### src/design/upd_pkg.sv
/*
  Shared constants for the USB peripheral DMA control block: command codes,
  register field positions, reset values and the command sequencer states.
  Assumes nothing of its surroundings; included by name where needed.
*/
package upd_pkg;

  // ---------------------------------------------------------------------
  // command codes of the parallel microcontroller interface
  // ---------------------------------------------------------------------
  localparam logic [7:0] CMD_CFG_WR     = 8'hF0;
  localparam logic [7:0] CMD_CFG_RD     = 8'hF1;
  localparam logic [7:0] CMD_CNT_WR     = 8'hF2;
  localparam logic [7:0] CMD_CNT_RD     = 8'hF3;
  localparam logic [7:0] CMD_DEV_RESET  = 8'hF6;

  // ---------------------------------------------------------------------
  // dma_configuration field positions
  // ---------------------------------------------------------------------
  localparam int CFG_CNT_ZERO_BIT = 15;
  localparam int CFG_SHORT_BIT    = 14;
  localparam int CFG_EP_MSB       = 7;
  localparam int CFG_EP_LSB       = 4;
  localparam int CFG_EN_BIT       = 3;
  localparam int CFG_BURST_MSB    = 1;
  localparam int CFG_BURST_LSB    = 0;

  // ---------------------------------------------------------------------
  // reset values
  // ---------------------------------------------------------------------
  localparam logic [15:0] CFG_RESET   = 16'h0000;
  localparam logic [15:0] COUNT_RESET = 16'h0000;

  // ---------------------------------------------------------------------
  // endpoint buffer layout: two length bytes precede the data
  // ---------------------------------------------------------------------
  localparam logic [9:0] BUF_DATA_START = 10'h002;

  // ---------------------------------------------------------------------
  // burst length encodings, in bytes
  // ---------------------------------------------------------------------
  localparam logic [4:0] BURST_LEN_00 = 5'h01;
  localparam logic [4:0] BURST_LEN_01 = 5'h04;
  localparam logic [4:0] BURST_LEN_10 = 5'h08;
  localparam logic [4:0] BURST_LEN_11 = 5'h10;

  // command sequencer states
  typedef enum logic [2:0] {
    CMD_IDLE,
    CMD_WR_LO,
    CMD_WR_HI,
    CMD_RD_LO,
    CMD_RD_HI
  } upd_cmd_state_t;

endpackage

### src/design/upd_dma_ctrl.sv
/*
  DMA control section of a full-speed USB peripheral: configuration and
  byte counter registers reached by command codes, the DMA request engine,
  the end-of-transfer pin and the device reset command.
  Assumes the command/data strobes, bus reset, short packet and endpoint
  information come from logic on i_core_clk; DMA pins are asynchronous.
*/
// Behaviour
// - command F0 writes, F1 reads configuration; two data bytes each.
// - USB bus reset clears only the DMA enable bit.
// - count-zero enable raises end-of-transfer when counter reaches zero.
// - short-packet mode raises end-of-transfer on short OUT packet.
// - endpoint index bits 7..4 select the DMA endpoint buffer.
// - writing enable 1 starts DMA; writing 0 stops it at once.
// - enable bit reads back current DMA running state.
// - burst field picks 1, 4, 8 or 16 byte bursts.
// - other configuration fields survive a USB bus reset.
// - command F2 writes, F3 reads the 16-bit counter; write sets count.
// - counter read returns bytes still to move.
// - programmed count survives a USB bus reset.
// - each enable reloads the working counter from the programmed count.
// - counter high byte in bits 15..8, low byte in bits 7..0.
// - command F6 resets the device like the reset input, except the pin synchronisers.
// - IN buffer holds data for host; OUT buffer receives host data.
// - DMA skips the two length bytes, starting at the third byte.
// - external end-of-transfer on IN endpoint sends buffer contents.
// - double-buffered endpoint moves to secondary buffer at primary end.
// - end-of-transfer polarity bit: 0 active low, 1 active high.
`timescale 1ns/10ps
module upd_dma_ctrl (
  // clock, reset, enable
  input  wire logic       i_core_clk,
  input  wire logic       i_rst,
  input  wire logic       i_ce,
  // command interface
  input  wire logic       i_cmd_valid,
  input  wire logic [7:0] i_cmd_code,
  input  wire logic       i_data_wr,
  input  wire logic [7:0] i_data_wdata,
  input  wire logic       i_data_rd,
  output logic      [7:0] o_data_rdata,
  output logic            o_data_rvalid,
  output logic            o_dev_reset,
  // usb side status
  input  wire logic       i_usb_bus_reset,
  input  wire logic       i_out_short_pkt,
  input  wire logic       i_ep_dir_out,
  input  wire logic [9:0] i_ep_buf_size,
  input  wire logic       i_ep_double_buf,
  input  wire logic       i_transfer_end_polarity,
  output logic            o_in_commit,
  // endpoint buffer port
  output logic      [3:0] o_dma_endpoint_index,
  output logic            o_buf_bank,
  output logic      [9:0] o_buf_addr,
  output logic            o_buf_we,
  output logic      [7:0] o_buf_wdata,
  input  wire logic [7:0] i_buf_rdata,
  // external dma pins
  output logic            o_dma_req,
  input  wire logic       i_dma_ack,
  input  wire logic [7:0] i_dma_wdata,
  output logic      [7:0] o_dma_rdata,
  input  wire logic       i_transfer_end_signal,
  output logic            o_transfer_end_signal,
  output logic            o_transfer_end_signal_oe
);

  // -----------------------------------------------------------------------
  // state
  // -----------------------------------------------------------------------
  upd_pkg::upd_cmd_state_t st_q, st_d;
  logic        sel_cnt_q, sel_cnt_d;
  logic [7:0]  wr_lo_q, wr_lo_d;
  logic [15:0] shadow_q, shadow_d;
  logic [7:0]  rdata_q, rdata_d;
  logic        rvalid_q, rvalid_d;
  logic        sw_reset_q, sw_reset_d;
  logic        cnt_zero_end_enable_q, cnt_zero_end_enable_d;
  logic        short_packet_end_mode_q, short_packet_end_mode_d;
  logic [3:0]  dma_endpoint_index_q, dma_endpoint_index_d;
  logic        dma_transfer_enable_q, dma_transfer_enable_d;
  logic [1:0]  dma_burst_length_q, dma_burst_length_d;
  logic [15:0] dma_count_q, dma_count_d;
  logic [15:0] work_count_q, work_count_d;
  logic [9:0]  ptr_q, ptr_d;
  logic        bank_q, bank_d;
  logic [4:0]  burst_cnt_q, burst_cnt_d;
  logic        gap_q, gap_d;
  logic        req_q, req_d;
  logic        buf_we_q, buf_we_d;
  logic [7:0]  buf_wdata_q, buf_wdata_d;
  logic [7:0]  dma_rdata_q, dma_rdata_d;
  logic        in_commit_q, in_commit_d;
  logic        eot_out_q, eot_out_d;
  logic        eot_oe_q, eot_oe_d;
  logic        dack_prev_q;
  logic [9:0]  sync1_q, sync2_q;
  logic        rst_all;

  // block reset, pin synchronisers excepted: pin reset or the device reset command
  assign rst_all = i_rst | sw_reset_q;

  // -----------------------------------------------------------------------
  // pin synchronisers
  // -----------------------------------------------------------------------
  // ack, end-of-transfer and dma data pass two flip-flops
  always_ff @(posedge i_core_clk) begin
    if (i_rst) begin
      sync1_q     <= 10'h000;
      sync2_q     <= 10'h000;
      dack_prev_q <= 1'b0;
    end else if (i_ce) begin
      sync1_q     <= {i_transfer_end_signal, i_dma_ack, i_dma_wdata};
      sync2_q     <= sync1_q;
      dack_prev_q <= sync2_q[8];
    end
  end

  // -----------------------------------------------------------------------
  // next-state logic
  // -----------------------------------------------------------------------
  // command sequencer, dma engine and end-of-transfer handling
  always_comb begin
    logic        dack_rise;
    logic        ext_end;
    logic [15:0] cfg_word;
    logic [15:0] wr_word;
    logic [4:0]  burst_len;
    logic        stop;
    logic        step;
    dack_rise = sync2_q[8] & ~dack_prev_q;
    // pointer moves after the byte has used it: at the read, or once the write is out
    step      = (dma_transfer_enable_q & dack_rise & i_ep_dir_out) | buf_we_q;
    ext_end   = (sync2_q[9] == i_transfer_end_polarity) & eot_oe_q;
    cfg_word  = 16'h0000;
    cfg_word[upd_pkg::CFG_CNT_ZERO_BIT] = cnt_zero_end_enable_q;
    cfg_word[upd_pkg::CFG_SHORT_BIT]    = short_packet_end_mode_q;
    cfg_word[upd_pkg::CFG_EP_MSB:upd_pkg::CFG_EP_LSB] = dma_endpoint_index_q;
    cfg_word[upd_pkg::CFG_EN_BIT]       = dma_transfer_enable_q;
    cfg_word[upd_pkg::CFG_BURST_MSB:upd_pkg::CFG_BURST_LSB] = dma_burst_length_q;
    wr_word   = {i_data_wdata, wr_lo_q};
    unique case (dma_burst_length_q)
      2'b00: burst_len = upd_pkg::BURST_LEN_00;
      2'b01: burst_len = upd_pkg::BURST_LEN_01;
      2'b10: burst_len = upd_pkg::BURST_LEN_10;
      2'b11: burst_len = upd_pkg::BURST_LEN_11;
    endcase
    stop = 1'b0;
    st_d = st_q;
    sel_cnt_d = sel_cnt_q;
    wr_lo_d = wr_lo_q;
    shadow_d = shadow_q;
    rdata_d = rdata_q;
    rvalid_d = 1'b0;
    sw_reset_d = 1'b0;
    cnt_zero_end_enable_d = cnt_zero_end_enable_q;
    short_packet_end_mode_d = short_packet_end_mode_q;
    dma_endpoint_index_d = dma_endpoint_index_q;
    dma_transfer_enable_d = dma_transfer_enable_q;
    dma_burst_length_d = dma_burst_length_q;
    dma_count_d = dma_count_q;
    work_count_d = work_count_q;
    ptr_d = ptr_q;
    bank_d = bank_q;
    burst_cnt_d = burst_cnt_q;
    gap_d = 1'b0;
    buf_we_d = 1'b0;
    buf_wdata_d = buf_wdata_q;
    dma_rdata_d = dma_rdata_q;
    in_commit_d = 1'b0;

    // byte moves on each rising ack edge while dma runs
    if (dma_transfer_enable_q && dack_rise) begin
      if (i_ep_dir_out) begin
        dma_rdata_d = i_buf_rdata;                       // OUT data to host memory
      end else begin
        buf_we_d    = 1'b1;                              // IN data for the host
        buf_wdata_d = sync2_q[7:0];
      end
      if (work_count_q != 16'h0000) begin
        work_count_d = work_count_q - 16'h0001;
      end
      if (burst_cnt_q + 5'h01 == burst_len) begin
        burst_cnt_d = 5'h00;
        gap_d       = 1'b1;                              // drop request between bursts
      end else begin
        burst_cnt_d = burst_cnt_q + 5'h01;
      end
    end

    // buffer pointer step, so a write lands on the address shown with it
    if (step) begin
      if (ptr_q == i_ep_buf_size + 10'h001) begin
        ptr_d = upd_pkg::BUF_DATA_START;
        if (i_ep_double_buf) begin
          bank_d = ~bank_q;
        end
      end else begin
        ptr_d = ptr_q + 10'h001;
      end
    end

    // end-of-transfer sources
    if (dma_transfer_enable_q && cnt_zero_end_enable_q && work_count_q == 16'h0000) begin
      stop = 1'b1;
    end
    if (dma_transfer_enable_q && short_packet_end_mode_q && i_ep_dir_out
        && i_out_short_pkt) begin
      stop = 1'b1;
    end
    if (stop) begin
      dma_transfer_enable_d = 1'b0;
    end
    if (dma_transfer_enable_q && ext_end) begin
      dma_transfer_enable_d = 1'b0;
      in_commit_d = ~i_ep_dir_out;
    end

    // command sequencer
    if (i_cmd_valid) begin
      unique case (i_cmd_code)
        upd_pkg::CMD_CFG_WR: begin
          st_d = upd_pkg::CMD_WR_LO;
          sel_cnt_d = 1'b0;
        end
        upd_pkg::CMD_CNT_WR: begin
          st_d = upd_pkg::CMD_WR_LO;
          sel_cnt_d = 1'b1;
        end
        upd_pkg::CMD_CFG_RD: begin
          st_d = upd_pkg::CMD_RD_LO;
          shadow_d = cfg_word;
        end
        upd_pkg::CMD_CNT_RD: begin
          st_d = upd_pkg::CMD_RD_LO;
          shadow_d = work_count_q;
        end
        upd_pkg::CMD_DEV_RESET: begin
          st_d = upd_pkg::CMD_IDLE;
          sw_reset_d = 1'b1;
        end
        default: begin
          st_d = upd_pkg::CMD_IDLE;
        end
      endcase
    end else if (i_data_wr) begin
      if (st_q == upd_pkg::CMD_WR_LO) begin
        wr_lo_d = i_data_wdata;
        st_d = upd_pkg::CMD_WR_HI;
      end else if (st_q == upd_pkg::CMD_WR_HI) begin
        st_d = upd_pkg::CMD_IDLE;
        if (sel_cnt_q) begin
          dma_count_d = wr_word;
        end else begin
          cnt_zero_end_enable_d   = wr_word[upd_pkg::CFG_CNT_ZERO_BIT];
          short_packet_end_mode_d = wr_word[upd_pkg::CFG_SHORT_BIT];
          dma_endpoint_index_d    = wr_word[upd_pkg::CFG_EP_MSB:upd_pkg::CFG_EP_LSB];
          dma_burst_length_d      = wr_word[upd_pkg::CFG_BURST_MSB:upd_pkg::CFG_BURST_LSB];
          if (!wr_word[upd_pkg::CFG_EN_BIT]) begin
            dma_transfer_enable_d = 1'b0;
          end else if (!dma_transfer_enable_q) begin
            dma_transfer_enable_d = 1'b1;
            work_count_d = dma_count_q;
            ptr_d        = upd_pkg::BUF_DATA_START;
            bank_d       = 1'b0;
            burst_cnt_d  = 5'h00;
          end
        end
      end
    end else if (i_data_rd) begin
      if (st_q == upd_pkg::CMD_RD_LO) begin
        rdata_d  = shadow_q[7:0];
        rvalid_d = 1'b1;
        st_d     = upd_pkg::CMD_RD_HI;
      end else if (st_q == upd_pkg::CMD_RD_HI) begin
        rdata_d  = shadow_q[15:8];
        rvalid_d = 1'b1;
        st_d     = upd_pkg::CMD_IDLE;
      end
    end

    // bus reset stops dma and leaves every other field alone
    if (i_usb_bus_reset) begin
      dma_transfer_enable_d = 1'b0;
    end

    req_d     = dma_transfer_enable_d & ~gap_d & ~gap_q
                & (work_count_d != 16'h0000 | ~cnt_zero_end_enable_d);
    eot_oe_d  = ~stop;                                   // oe low while driving
    eot_out_d = stop ? i_transfer_end_polarity : ~i_transfer_end_polarity;
  end

  // -----------------------------------------------------------------------
  // registers
  // -----------------------------------------------------------------------
  // all block state but the pin synchronisers, cleared by either reset source
  always_ff @(posedge i_core_clk) begin
    if (rst_all) begin
      st_q <= upd_pkg::CMD_IDLE;
      sel_cnt_q <= 1'b0;
      wr_lo_q <= 8'h00;
      shadow_q <= 16'h0000;
      rdata_q <= 8'h00;
      rvalid_q <= 1'b0;
      sw_reset_q <= 1'b0;
      cnt_zero_end_enable_q <= upd_pkg::CFG_RESET[upd_pkg::CFG_CNT_ZERO_BIT];
      short_packet_end_mode_q <= upd_pkg::CFG_RESET[upd_pkg::CFG_SHORT_BIT];
      dma_endpoint_index_q <= upd_pkg::CFG_RESET[upd_pkg::CFG_EP_MSB:upd_pkg::CFG_EP_LSB];
      dma_transfer_enable_q <= upd_pkg::CFG_RESET[upd_pkg::CFG_EN_BIT];
      dma_burst_length_q <= upd_pkg::CFG_RESET[upd_pkg::CFG_BURST_MSB:upd_pkg::CFG_BURST_LSB];
      dma_count_q <= upd_pkg::COUNT_RESET;
      work_count_q <= upd_pkg::COUNT_RESET;
      ptr_q <= upd_pkg::BUF_DATA_START;
      bank_q <= 1'b0;
      burst_cnt_q <= 5'h00;
      gap_q <= 1'b0;
      req_q <= 1'b0;
      buf_we_q <= 1'b0;
      buf_wdata_q <= 8'h00;
      dma_rdata_q <= 8'h00;
      in_commit_q <= 1'b0;
      eot_out_q <= 1'b1;
      eot_oe_q <= 1'b1;
    end else if (i_ce) begin
      st_q <= st_d;
      sel_cnt_q <= sel_cnt_d;
      wr_lo_q <= wr_lo_d;
      shadow_q <= shadow_d;
      rdata_q <= rdata_d;
      rvalid_q <= rvalid_d;
      sw_reset_q <= sw_reset_d;
      cnt_zero_end_enable_q <= cnt_zero_end_enable_d;
      short_packet_end_mode_q <= short_packet_end_mode_d;
      dma_endpoint_index_q <= dma_endpoint_index_d;
      dma_transfer_enable_q <= dma_transfer_enable_d;
      dma_burst_length_q <= dma_burst_length_d;
      dma_count_q <= dma_count_d;
      work_count_q <= work_count_d;
      ptr_q <= ptr_d;
      bank_q <= bank_d;
      burst_cnt_q <= burst_cnt_d;
      gap_q <= gap_d;
      req_q <= req_d;
      buf_we_q <= buf_we_d;
      buf_wdata_q <= buf_wdata_d;
      dma_rdata_q <= dma_rdata_d;
      in_commit_q <= in_commit_d;
      eot_out_q <= eot_out_d;
      eot_oe_q <= eot_oe_d;
    end
  end

  // -----------------------------------------------------------------------
  // outputs
  // -----------------------------------------------------------------------
  // every output is a flip-flop
  assign o_data_rdata = rdata_q;
  assign o_data_rvalid = rvalid_q;
  assign o_dev_reset = sw_reset_q;
  assign o_in_commit = in_commit_q;
  assign o_dma_endpoint_index = dma_endpoint_index_q;
  assign o_buf_bank = bank_q;
  assign o_buf_addr = ptr_q;
  assign o_buf_we = buf_we_q;
  assign o_buf_wdata = buf_wdata_q;
  assign o_dma_req = req_q;
  assign o_dma_rdata = dma_rdata_q;
  assign o_transfer_end_signal = eot_out_q;
  assign o_transfer_end_signal_oe = eot_oe_q;

endmodule

### config.mk
export PLATFORM = sky130hd
export DESIGN_NAME = upd_dma_ctrl
export DESIGN_NICKNAME = d
export VERILOG_FILES = /design/src/design/upd_pkg.sv /design/src/design/upd_dma_ctrl.sv
export SDC_FILE = /design/constraint.sdc
export NUM_CORES = 1
export LEC_CHECK = 0
export BUFFER_PORTS_ARGS = -buffer_cell sky130_fd_sc_hd__buf_2
export CORE_ASPECT_RATIO = 1.2
export CORE_MARGIN = 8
export CORE_UTILIZATION = 40
export DETAILED_ROUTE_END_ITERATION = 12
export PLACE_DENSITY = 0.59
export SKIP_LAST_GASP = 1
export SYNTH_ARGS = -nofsm -noshare
export SYNTH_HDL_FRONTEND = slang
export SYNTH_SLANG_ARGS = --single-unit
### constraint.sdc
create_clock -name i_core_clk -period 3.5 [get_ports i_core_clk]
set_input_delay 0 -clock i_core_clk [delete_from_list [all_inputs] [get_ports i_core_clk]]
set_output_delay 0 -clock i_core_clk [all_outputs]
set_load 0.03 [all_outputs]
==> results.sh <==
export IMPL_required_ns=3.79
export IMPL_synth_area_um2=6560
export IMPL_setup_tns_ns=0
export IMPL_p_per_area_nw_per_um2=445
export IMPL_n_antenna_cell=0
export IMPL_ys_seq_area_frac=0.421
export IMPL_min_path_type="input pin to flip-flop"
export IMPL_critPathBufInv=0
export IMPL_cpPeakStageDelay_ns=0.57
export IMPL_wl_um=17800
export IMPL_syn_avg_cell_area_um2=8.46
export IMPL_grt_pass1_wl_um=29700
export IMPL_grt_setup_unrepaired="no"
export IMPL_drt_iter0_markers=429
export IMPL_dieArea_um2=20800
export IMPL_cts_tree="done"
export IMPL_sw_frac_of_total=0.220
export IMPL_gp_congestion=0.889
export IMPL_final_util=0.516
export IMPL_ios=101
export IMPL_maxSlewViolCount=0
export IMPL_cp_max_fo=9
export IMPL_clk_latency_ns=0.42
export IMPL_cp_slowest_cell="nor4_1"
export IMPL_p_sw_uw=813
export IMPL_nets=969
export IMPL_peakVddDrop_mv=0.292
export IMPL_post_cts_buffers=0
export IMPL_worstMarginPinSlew_ns=0.722
export IMPL_seq_power_share=0.429
export IMPL_drive_gt1_frac=0.174
export IMPL_grt_usage=0.176
export IMPL_multiInputGateArea_um2=3580
export IMPL_cap_viol_max_count=0
export IMPL_status="complete, no violations"
export IMPL_crit_path_end_kind="flip-flop"
export IMPL_cts_made_buffers=17
export IMPL_internal_power_uw=2890
export IMPL_cts_max_level=4
export IMPL_postRouteAntennaNets=0
export IMPL_async_flop_share=0
export IMPL_core_area_um2=16100
export IMPL_die_h_um=156
export IMPL_endpoint="o_dma_req"
export IMPL_cp_cell_sequence="nor4_1, nand3_1, o311a_1, a211oi_1, o211ai_1, nor4_1, a31oi_1"
export IMPL_synth_cell_type_count=61
export IMPL_fill_cells=1557
export IMPL_clk_pin_slew_ns=0.06
export IMPL_power_leakage_uw=0.00355
export IMPL_via_count=5892
export IMPL_wire_per_inst_um=15.7
export IMPL_drtPass1Iterations=4
export IMPL_cts_sinks=138
export IMPL_die_w_um=133
export IMPL_period_share=0.782
export IMPL_r2r_start="work_count_q[2]"
export IMPL_clockRootBuffer="clkbuf_16"
export IMPL_critPathLaunch="work_count_q[2]"
export IMPL_critPathKind="flip-flop to flip-flop"
export IMPL_ys_flop_type="dfxtp_1"
export IMPL_crit_top_cell="nor4_1"
export IMPL_ff2ff_path_depth=7
export IMPL_drc=0
export IMPL_grt_overflow_total=0
export IMPL_first_global_vias=5807
export IMPL_reg2reg_slack_ns=0.76
export IMPL_regArea_um2=2760
export IMPL_ys_warn_count=0
export IMPL_initial_core_util=0.406
export IMPL_max_slew_margin=0.518
export IMPL_synth_net_count=835
export IMPL_setup_violations=0
export IMPL_place_hpwl_um=12600
export IMPL_synth_seq_cells=138
export IMPL_grt_max_degree=58
export IMPL_p_clk_frac=0.520
export IMPL_worstPathArrival_ns=3.03
export IMPL_syn_to_final_growth_pct=27.1
export IMPL_hold_violations=0
export IMPL_synthCells=775
export IMPL_period_needed_ns=2.74
export IMPL_worst_path_stages=7
export IMPL_cts_buffer_depth=2
export IMPL_std_cell_rows=51
export IMPL_p_comb_frac=0.051
export IMPL_r2r_end="o_dma_req"
export IMPL_io_buffers=100
export IMPL_cpLargestDelayFamily="simple AND/OR/NAND/NOR gates"
export IMPL_synth_edff_count=0
export IMPL_start_kind="flip-flop"
export IMPL_fmax_mhz=365
export IMPL_grt_antenna_before_repair=0
export IMPL_fin_skew_ns=0.00630
export IMPL_viasPerCell=5.20
[kinds of logic after synthesis]
group / after synthesis / synth area share
flops: 138 / 0.421
compound gates: 140 / 0.132
simple gates: 324 / 0.234
xor+xnor: 36 / 0.0481
buf+inv: 53 / 0.0336
fa+ha+maj: 5 / 0.00954
mux: 79 / 0.121
[placed cells by master (no fill, tap or decap), types with 10 or more instances in the layout]
cell | netlist | routed
a21oi_1 | 57 | 57
buf_4 | 0 | 13
dfxtp_1 | 138 | 138
o21ai_0 | 27 | 27
a211oi_1 | 20 | 20
dlygate4sd3_1 | 0 | 46
xor2_1 | 12 | 12
xnor2_1 | 24 | 24
mux2i_1 | 75 | 75
nand2_1 | 94 | 94
nand3_1 | 23 | 23
nor4_1 | 10 | 10
buf_2 | 2 | 100
nor3_1 | 11 | 11
clkbuf_16 | 0 | 17
nor2_1 | 118 | 118
[synthesized netlist by cell type (all sizes together) (2+ instances only)]
cell	number	area (um2)
clkbuf	36	139
buf	8	47.5
a21o	2	15.0
nand4b	2	17.5
ha	5	62.6
o31ai	3	27.5
mux2i	75	751
nor4b	2	32.5
or4b	4	40.0
xnor2	24	210
o211ai	7	52.6
o21a	2	15.0
or3	6	37.5
and2	3	18.8
a211oi	20	150
a31oi	5	31.3
nand2	94	353
and4	2	17.5
a22oi	2	15.0
nand3	23	115
nand3b	4	30.0
xor2	12	105
nor4	10	62.6
nor3b	2	15.0
or2	6	37.5
nor2	118	443
o21ai	27	135
o311a	2	20.0
nand4	7	43.8
inv	9	33.8
or4	6	52.6
nand2b	6	37.5
and3	9	56.3
nor3	11	55.1
mux2	4	45.0
dfxtp	138	2760
nor2b	4	25.0
o2111ai	3	26.3
a21oi	57	285
[registers in the layout, indices dropped and copies added, names as in the netlist, 2 cells and up]
| signal | cells |
|---|---|
| wr_lo_q | 8 |
| o_dma_endpoint_index | 4 |
| sync1_q | 10 |
| work_count_q | 16 |
| dma_burst_length_q | 2 |
| o_buf_addr | 10 |
| sync2_q | 10 |
| o_data_rdata | 8 |
| o_dma_rdata | 8 |
| shadow_q | 16 |
| burst_cnt_q | 5 |
| o_buf_wdata | 8 |
| dma_count_q | 16 |
| st_q | 3 |
[per-layer routing]
| layer | vias up | wire [um] | track usage |
|---|---|---|---|
| li1 | 3005 | - | - |
| met1 | 2764 | 8330 | 0.221 |
| met2 | 107 | 8460 | 0.287 |
| met3 | 16 | 749 | 0.0443 |
| met4 | 0 | 267 | 0.0639 |
| met5 | - | 0 | 0 |
[power groups by stage]
stage	Sequential [uW]	Combinational [uW]	Clock, uW
6_report	1590	190	1930
5_1_grt	1590	209	2030
4_1_cts	1590	190	1960
3_5_place_dp	1620	151	0
3_3_place_gp	1620	150	0
2_1_floorplan	1620	84.5	0
[final cells by class]
class	count	area share
Inverter	9	0.00406
Tap cell	212	0.0318
Sequential cell	138	0.332
Clock inverter	13	0.0230
Clock buffer	19	0.0532
Timing Repair Buffer	159	0.127
Multi-Input combinational cell	584	0.429
[through the flow]
stage	power, uW	cell area, um2	worst slack [ns]	instances	hold slack (ns)
after floorplan	1710	6560	1.05	775	0.0724
final	3700	8330	0.763	1134	0.0243
after detailed placement	1770	7240	0.789	1056	0.194
after global routing	3830	8330	0.429	1134	0.0826
after global placement	1770	7240	0.806	1056	0.208
after CTS	3740	8330	0.775	1134	0.0168
[timing repair]
item,4_1_cts,5_1_grt
gates resized for setup,0,0
hold buffers,46,0
endpoints found under the hold margin,60,0
[worst register-to-register path, stage by stage, from the launching register on]
cell and delay, ns:
dfxtp_1 0.37, nor4_1 0.57, nand3_1 0.41, o311a_1 0.39, a211oi_1 0.27, o211ai_1 0.14, nor4_1 0.35, a31oi_1 0.12
[worst min path at each step]
stage | slack (ns) | startpoint | endpoint | cells after the start
3_5_place_dp | 0.19 | i_cmd_code[3] | o_dev_reset | 2
6_report | 0.02 | i_cmd_code[0] | st_q[1] | 5
4_1_cts | 0.02 | i_cmd_code[0] | st_q[1] | 5
5_1_grt | 0.08 | i_cmd_code[0] | st_q[1] | 5
2_1_floorplan | 0.07 | i_rst | sync1_q[7] | 1
3_3_place_gp | 0.21 | i_cmd_code[3] | o_dev_reset | 2
No activity file was read; power rests on OpenSTA's default activity.
